[config.mk]
export PLATFORM = sky130hd
export DESIGN_NAME = elc_ctrl
export DESIGN_NICKNAME = d
export VERILOG_FILES = /design/src/verilog/elc_pkg.sv /design/src/verilog/elc_edge_detect.sv /design/src/verilog/elc_ctrl.sv
export VERILOG_INCLUDE_DIRS = /design/src /design/src/verilog
export SDC_FILE = /design/constraint.sdc
export NUM_CORES = 1
export LEC_CHECK = 0
export ABC_AREA = 0
export ABC_CLOCK_PERIOD_IN_PS = 11350
export BUFFER_PORTS_ARGS = -buffer_cell sky130_fd_sc_hd__buf_2
export CORE_MARGIN = 2
export CORE_UTILIZATION = 50
export DETAILED_ROUTE_END_ITERATION = 8
export PLACE_DENSITY = 0.75
export SKIP_CTS_REPAIR_TIMING = 1
export SYNTH_ARGS = -nofsm -noshare
export SYNTH_HDL_FRONTEND = slang
export SYNTH_SLANG_ARGS = --single-unit
[constraint.sdc]
create_clock -name clk -period 11.35 [get_ports clk]
set_clock_uncertainty 0.15 [all_clocks]
set_input_delay 0.5675 -clock clk [delete_from_list [all_inputs] [get_ports clk]]
set_output_delay 0.5675 -clock clk [all_outputs]
set_load 0.02 [all_outputs]
[src/verilog/elc_map.svh]
// Register offsets, reset values and field masks of the external line controller.
`ifndef ELC_MAP_SVH
`define ELC_MAP_SVH

// =====================================================================
// Register offsets (byte addresses).
`define ELC_OFF_IMASK   5'h00
`define ELC_OFF_EMASK   5'h04
`define ELC_OFF_RTEN    5'h08
`define ELC_OFF_FTEN    5'h0c
`define ELC_OFF_SWTRIG  5'h10
`define ELC_OFF_PEND    5'h14

// =====================================================================
// Reset values and implemented line positions.
`define ELC_RST_IMASK   32'h7f840000
`define ELC_RST_EMASK   32'h00000000
`define ELC_RST_EDGE    32'h00000000
`define ELC_RST_ZERO    32'h00000000
`define ELC_LINE_MASK   32'h807bffff

`endif

[src/verilog/elc_pkg.sv]
// Types shared by the external line controller.
`default_nettype none
package elc_pkg;
    typedef logic [31:0] elc_word_t;
    typedef enum logic [2:0] {
        ELC_R_IMASK  = 3'b000,
        ELC_R_EMASK  = 3'b001,
        ELC_R_RTEN   = 3'b010,
        ELC_R_FTEN   = 3'b011,
        ELC_R_SWTRIG = 3'b100,
        ELC_R_PEND   = 3'b101,
        ELC_R_NONE   = 3'b111
    } elc_reg_t;
endpackage
`default_nettype wire

[src/verilog/elc_edge_detect.sv]
// Line synchroniser and edge strobe generator.
`timescale 1ns/1ps
`default_nettype none
module elc_edge_detect #(
    parameter int N = 32
) (
    input  wire logic         clk,      // Bus clock.
    input  wire logic         reset,    // Asynchronous reset, active high.
    input  wire logic [N-1:0] line_in,  // Raw line levels.
    output logic      [N-1:0] rise,     // One-cycle rising strobe per line.
    output logic      [N-1:0] fall      // One-cycle falling strobe per line.
);
    logic [N-1:0] meta_q;
    logic [N-1:0] sync_q;
    logic [N-1:0] prev_q;

    always_ff @(posedge clk or posedge reset) begin
        if (reset) begin
            meta_q <= '0;
            sync_q <= '0;
        end else begin
            meta_q <= line_in;
            sync_q <= meta_q;
        end
    end

    always_ff @(posedge clk or posedge reset) begin
        if (reset) begin
            prev_q <= '0;
        end else begin
            prev_q <= sync_q;
        end
    end

    assign rise = sync_q & ~prev_q;
    assign fall = ~sync_q & prev_q;
endmodule // elc_edge_detect
`default_nettype wire

[src/verilog/elc_ctrl.sv]
// External line interrupt and event controller with Avalon-MM register slave.
//
// Our own choice: the Avalon-MM register port.
`timescale 1ns/1ps
`default_nettype none
`include "elc_map.svh"
module elc_ctrl
    import elc_pkg::*;
#(
    parameter int N = 32
) (
    input  wire logic         clk,          // Bus clock, 20 MHz.
    input  wire logic         reset,        // Asynchronous reset, active high.
    input  wire logic [4:0]   address,      // Avalon byte address.
    input  wire logic         read,         // Avalon read request.
    input  wire logic         write,        // Avalon write request.
    input  wire logic [31:0]  writedata,    // Avalon write data.
    input  wire logic [3:0]   byteenable,   // Avalon byte lanes.
    output logic      [31:0]  readdata,     // Avalon read data.
    output logic              waitrequest,  // Avalon stall.
    output logic      [1:0]   response,     // Avalon response, 2'b10 on unmapped.
    input  wire logic [N-1:0] line_in,      // External and peripheral lines.
    output logic      [N-1:0] event_out,    // One-cycle event pulses.
    output logic              irq           // Level interrupt request.
);
    // =====================================================================
    // Helper functions.
    function automatic elc_reg_t reg_decode(input logic [4:0] a);
        case (a)
            `ELC_OFF_IMASK:  reg_decode = ELC_R_IMASK;
            `ELC_OFF_EMASK:  reg_decode = ELC_R_EMASK;
            `ELC_OFF_RTEN:   reg_decode = ELC_R_RTEN;
            `ELC_OFF_FTEN:   reg_decode = ELC_R_FTEN;
            `ELC_OFF_SWTRIG: reg_decode = ELC_R_SWTRIG;
            `ELC_OFF_PEND:   reg_decode = ELC_R_PEND;
            default:         reg_decode = ELC_R_NONE;
        endcase
    endfunction

    function automatic elc_word_t lane_mask(input logic [3:0] be);
        lane_mask = {{8{be[3]}}, {8{be[2]}}, {8{be[1]}}, {8{be[0]}}};
    endfunction

    function automatic elc_word_t lane_merge(input elc_word_t old_v,
                                             input elc_word_t new_v,
                                             input logic [3:0] be);
        lane_merge = (old_v & ~lane_mask(be)) | (new_v & lane_mask(be));
    endfunction

    // =====================================================================
    // Bus handshake: every access takes two cycles.
    logic      ack_q;
    elc_reg_t  sel;
    logic      req;
    logic      fire_wr;
    elc_word_t wbits;
    elc_word_t readdata_q;
    logic [1:0] response_q;

    assign sel         = reg_decode(address);
    assign req         = read | write;
    assign waitrequest = req & ~ack_q;
    assign fire_wr     = write & ack_q;
    assign wbits       = writedata & lane_mask(byteenable);

    always_ff @(posedge clk or posedge reset) begin
        if (reset) begin
            ack_q <= 1'b0;
        end else begin
            ack_q <= req & ~ack_q;
        end
    end

    logic wr_imask;
    logic wr_emask;
    logic wr_rten;
    logic wr_ften;
    logic wr_swt;
    logic wr_pend;

    assign wr_imask = fire_wr && (sel == ELC_R_IMASK);
    assign wr_emask = fire_wr && (sel == ELC_R_EMASK);
    assign wr_rten  = fire_wr && (sel == ELC_R_RTEN);
    assign wr_ften  = fire_wr && (sel == ELC_R_FTEN);
    assign wr_swt   = fire_wr && (sel == ELC_R_SWTRIG);
    assign wr_pend  = fire_wr && (sel == ELC_R_PEND);

    // =====================================================================
    // Configuration registers.
    elc_word_t imask_q;
    elc_word_t emask_q;
    elc_word_t rten_q;
    elc_word_t ften_q;

    always_ff @(posedge clk or posedge reset) begin
        if (reset) begin
            imask_q <= `ELC_RST_IMASK;
        end else if (wr_imask) begin
            imask_q <= lane_merge(imask_q, writedata, byteenable);
        end
    end

    always_ff @(posedge clk or posedge reset) begin
        if (reset) begin
            emask_q <= `ELC_RST_EMASK;
        end else if (wr_emask) begin
            emask_q <= lane_merge(emask_q, writedata, byteenable);
        end
    end

    always_ff @(posedge clk or posedge reset) begin
        if (reset) begin
            rten_q <= `ELC_RST_EDGE;
        end else if (wr_rten) begin
            rten_q <= lane_merge(rten_q, writedata, byteenable) & `ELC_LINE_MASK;
        end
    end

    always_ff @(posedge clk or posedge reset) begin
        if (reset) begin
            ften_q <= `ELC_RST_EDGE;
        end else if (wr_ften) begin
            ften_q <= lane_merge(ften_q, writedata, byteenable) & `ELC_LINE_MASK;
        end
    end

    // =====================================================================
    // Edge detection and trigger qualification.
    logic [N-1:0] rise;
    logic [N-1:0] fall;
    logic         suppress;
    elc_word_t    swt_q;
    elc_word_t    trig_v;
    elc_word_t    sw_new;
    elc_word_t    set_v;

    elc_edge_detect #(
        .N       (N)
    ) u_edge (
        .clk     (clk),
        .reset   (reset),
        .line_in (line_in),
        .rise    (rise),
        .fall    (fall)
    );

    // An edge landing in the same cycle as an edge-enable write is dropped.
    assign suppress = wr_rten | wr_ften;
    assign trig_v   = suppress ? '0 : ((rise & rten_q) | (fall & ften_q));
    assign sw_new   = wr_swt ? (wbits & ~swt_q & `ELC_LINE_MASK) : '0;
    assign set_v    = (trig_v & imask_q) | sw_new;

    // =====================================================================
    // Software trigger and pending flags.
    elc_word_t pend_q;
    elc_word_t pend_clr;

    assign pend_clr = wr_pend ? wbits : '0;

    always_ff @(posedge clk or posedge reset) begin
        if (reset) begin
            swt_q <= `ELC_RST_ZERO;
        end else begin
            swt_q <= (swt_q & ~pend_clr) | sw_new;
        end
    end

    // A new set in the clearing cycle survives the clear.
    always_ff @(posedge clk or posedge reset) begin
        if (reset) begin
            pend_q <= `ELC_RST_ZERO;
        end else begin
            pend_q <= ((pend_q & ~pend_clr) | set_v) & `ELC_LINE_MASK;
        end
    end

    // =====================================================================
    // Event pulses and interrupt output.
    logic [N-1:0] event_q;
    logic         irq_q;

    always_ff @(posedge clk or posedge reset) begin
        if (reset) begin
            event_q <= '0;
        end else begin
            event_q <= (trig_v | sw_new) & emask_q;
        end
    end

    always_ff @(posedge clk or posedge reset) begin
        if (reset) begin
            irq_q <= 1'b0;
        end else begin
            irq_q <= |(((pend_q & ~pend_clr) | set_v) & imask_q);
        end
    end

    assign event_out = event_q;
    assign irq       = irq_q;

    // =====================================================================
    // Read data and response, captured when the request is first seen.
    elc_word_t rd_mux;

    always_comb begin
        case (sel)
            ELC_R_IMASK:  rd_mux = imask_q;
            ELC_R_EMASK:  rd_mux = emask_q;
            ELC_R_RTEN:   rd_mux = rten_q;
            ELC_R_FTEN:   rd_mux = ften_q;
            ELC_R_SWTRIG: rd_mux = swt_q;
            ELC_R_PEND:   rd_mux = pend_q;
            default:      rd_mux = '0;
        endcase
    end

    always_ff @(posedge clk or posedge reset) begin
        if (reset) begin
            readdata_q <= '0;
        end else if (read & ~ack_q) begin
            readdata_q <= rd_mux;
        end
    end

    always_ff @(posedge clk or posedge reset) begin
        if (reset) begin
            response_q <= 2'h0;
        end else if (req & ~ack_q) begin
            response_q <= (sel == ELC_R_NONE) ? 2'h2 : 2'h0;
        end
    end

    assign readdata = readdata_q;
    assign response = response_q;
endmodule // elc_ctrl
`default_nettype wire

==> out/summary.txt <==
# DRC: 0
Count of different cell masters after synthesis: 59
First DRT Iteration DRCs: 1027
Yosys warns: 0
Sequential share of power: 50.9%
Die Ht: 160 um
Syn Inst Count: 995
#FFs+latches synth: 292
Synth Area in Compound Gates: 16.5%
RSZ-0062 raised after global routing: false
Clk_lat worst skew: 560 ps
Vias: 9109
Worst setup startpoint: address[1]
Pre-CTS setup slack: 6190 ps
P&R area growth vs syn: 17.9%
Top post-synthesis cells by count: dfrtp_1, nand2_1, mux2_2, nand3b_1
Critical path type: input port to flop
Worst min path class: input port to async pin
Placed cells: 1413
Share of layout cells above drive strength 1: 26.7%
Min Tclk post-route: 4710 ps
Post-Syn Area per Cell: 12.2 um^2
Endpoint class of the critical path: flop
CP max FO: 11
Measured slew at the worst slew-check pin: 1130 ps
Routability Congestion: 0.893
CTS sink cnt: 292
Power Internal: 1.75 mW
TNS Setup: 0 ps
DP HPWL: 20200 um
Sw Share: 23.9%
Peak VDD IR: 120 uV
Hold Violations, Final: 0
Startpoint Class: input port
Worst slew margin: 24.2%
Clk root buf: clkbuf_16
Wire per inst: 21.3 um
Cell Pwr Density: 160 nW/um^2
Die area: 25500 um^2
Outcome: finished, final reports clean
Yosys top cell by area: dfrtp_1
Die Wd: 160 um
Clock Path Buffers: 3
Area share of the largest cell type after synthesis: 58.3%
Post-Synth Simple-Gate Area: 11.5%
H-tree depth: 1
RR Startpoint: ack_q
Reg2reg end: irq
Effective utilization at floorplan: 50.4%
R2R cell count: 8
Post-Synth XOR/XNOR Area: 0%
Fill cells: 1979
Comb pwr share: 7.1%
Arr. time, crit path: 4990 ps
Data required time of the worst path: 11640 ps
Largest cells by area after synthesis: dfrtp_1, mux2_2, nand2_1, nand3b_1, a21o_1
Boundary pin count: 145
Clock network power share: 41.9%
MaxCap Viol Count: 0
NetSw: 0.549 mW
IO Port Bufs: 125
Main combinational cell family by area after synthesis: compound AO/OA/AOI/OAI gates
Core Region: 24100 um^2
Post-synth EDFFs: 0
Mux cell area share after synthesis: 9.18%
Initial antenna violation count: 3
Ys flop type: dfrtp_1
Most frequent cell after synthesis: dfrtp_1
Routed wire length: 31800 um
Tcrit/Tclk final: 41.5%
Final Non-Filler Cells: 1494
Total congestion overflow: 0
DRT Pass-1 Iters: 8
Adder-cell share of the synthesized area: 0.103%
Vias per cell: 6.10
Largest net degree at the start of global routing: 155
FFs w/ async S/R, synth: 100%
R2r setup slk: 7720 ps
Nets@finish: 1222
Num CTS Buffers: 30
Seq/Total Area, Yosys: 60.3%
Lkg Pwr: 7.10 nW
Synth Cell Area: 12100 um^2
# rows: 57
Setup ws final: 6640 ps
Final setup violation count: 0
Vias in the first global route: 8884
Final core occ: 59.4%
CTS tree: yes
Gr usage total: 24.7%
Fmax: 212 MHz
Slew Limit Fails: 0
Global-route wire length before repair: 49700 um
Detail Route Antenna Nets: 0
Clk pin slew, worst setup/hold paths: 60 ps
-- layer usage --
metal	part of all wire (%)	global-route usage (%)	vias up
met5	0.041	0	-
met4	2.8	8.89	2
met3	11	6.05	71
met2	46	38.0	489
met1	40	34.3	4548
li1	-	-	3999
-- power groups by stage --
stage               clock network [mW]  logic [mW]  registers, mW
floorplan                            0       0.103           1.17
global placement                     0       0.154           1.18
detailed placement                   0       0.158           1.18
CTS                              0.980       0.159           1.17
global route                      1.03       0.181           1.18
finish                           0.962       0.164           1.17
-- how the worst max path moves through the flow --
stage	to	cells after the start
after floorplan	async pin	1
after global routing	irq	11
after global placement	irq	11
final	irq	11
after CTS	irq	11
after detailed placement	irq	11
-- through the flow --
stage	power, mW	hold WS [ps]	area [um^2]
2_1_floorplan	1.28	181	12200
3_3_place_gp	1.34	184	13100
3_5_place_dp	1.34	188	13100
4_1_cts	2.31	-61.2	14100
5_1_grt	2.38	72.8	14300
6_report	2.29	58.0	14300
-- layout make-up --
| class | count | area [um^2] | share of cell area (%) |
|---|---|---|---|
| Clock buffer | 49 | 902 | 6.30 |
| Sequential cell | 292 | 7320 | 51.1 |
| Timing Repair Buffer | 161 | 953 | 6.66 |
| Antenna cell | 2 | 5.00 | 0.0350 |
| Inverter | 12 | 52.6 | 0.367 |
| Clock inverter | 7 | 75.1 | 0.524 |
| Multi-Input combinational cell | 647 | 4610 | 32.2 |
| Tap cell | 324 | 405 | 2.83 |
-- placed cells by master, fill, tap and decap left out, drive strengths merged, types with 20 or more instances in the layout --
cell,synthesis,layout
buf,16,138
nand2,112,112
o21ai,42,42
a22o,25,25
nand3,22,22
clkbuf,37,49
a21oi,46,46
nor2,20,20
nand3b,51,51
a21o,46,46
a222oi,32,32
a22oi,27,27
mux2,99,99
dlygate4sd3,0,23
dfrtp,283,283
-- logic make-up after synthesis --
family,Yosys count
buffers and inverters,65
multiplexers,99
other,1
AO/OA/AOI/OAI,278
flip-flops,292
adder cells (fa/ha/maj),1
AND/OR/NAND/NOR,259
-- critical path: stages --
cell	delay [ps]
buf_2	140
nor4b_2	420
clkinv_1	400
ha_1	520
nand2b_1	470
nor3_2	710
nand2_1	210
a31oi_1	380
nand4_1	120
or4_1	520
or4_1	530
Power figures use the tool's default switching activity.
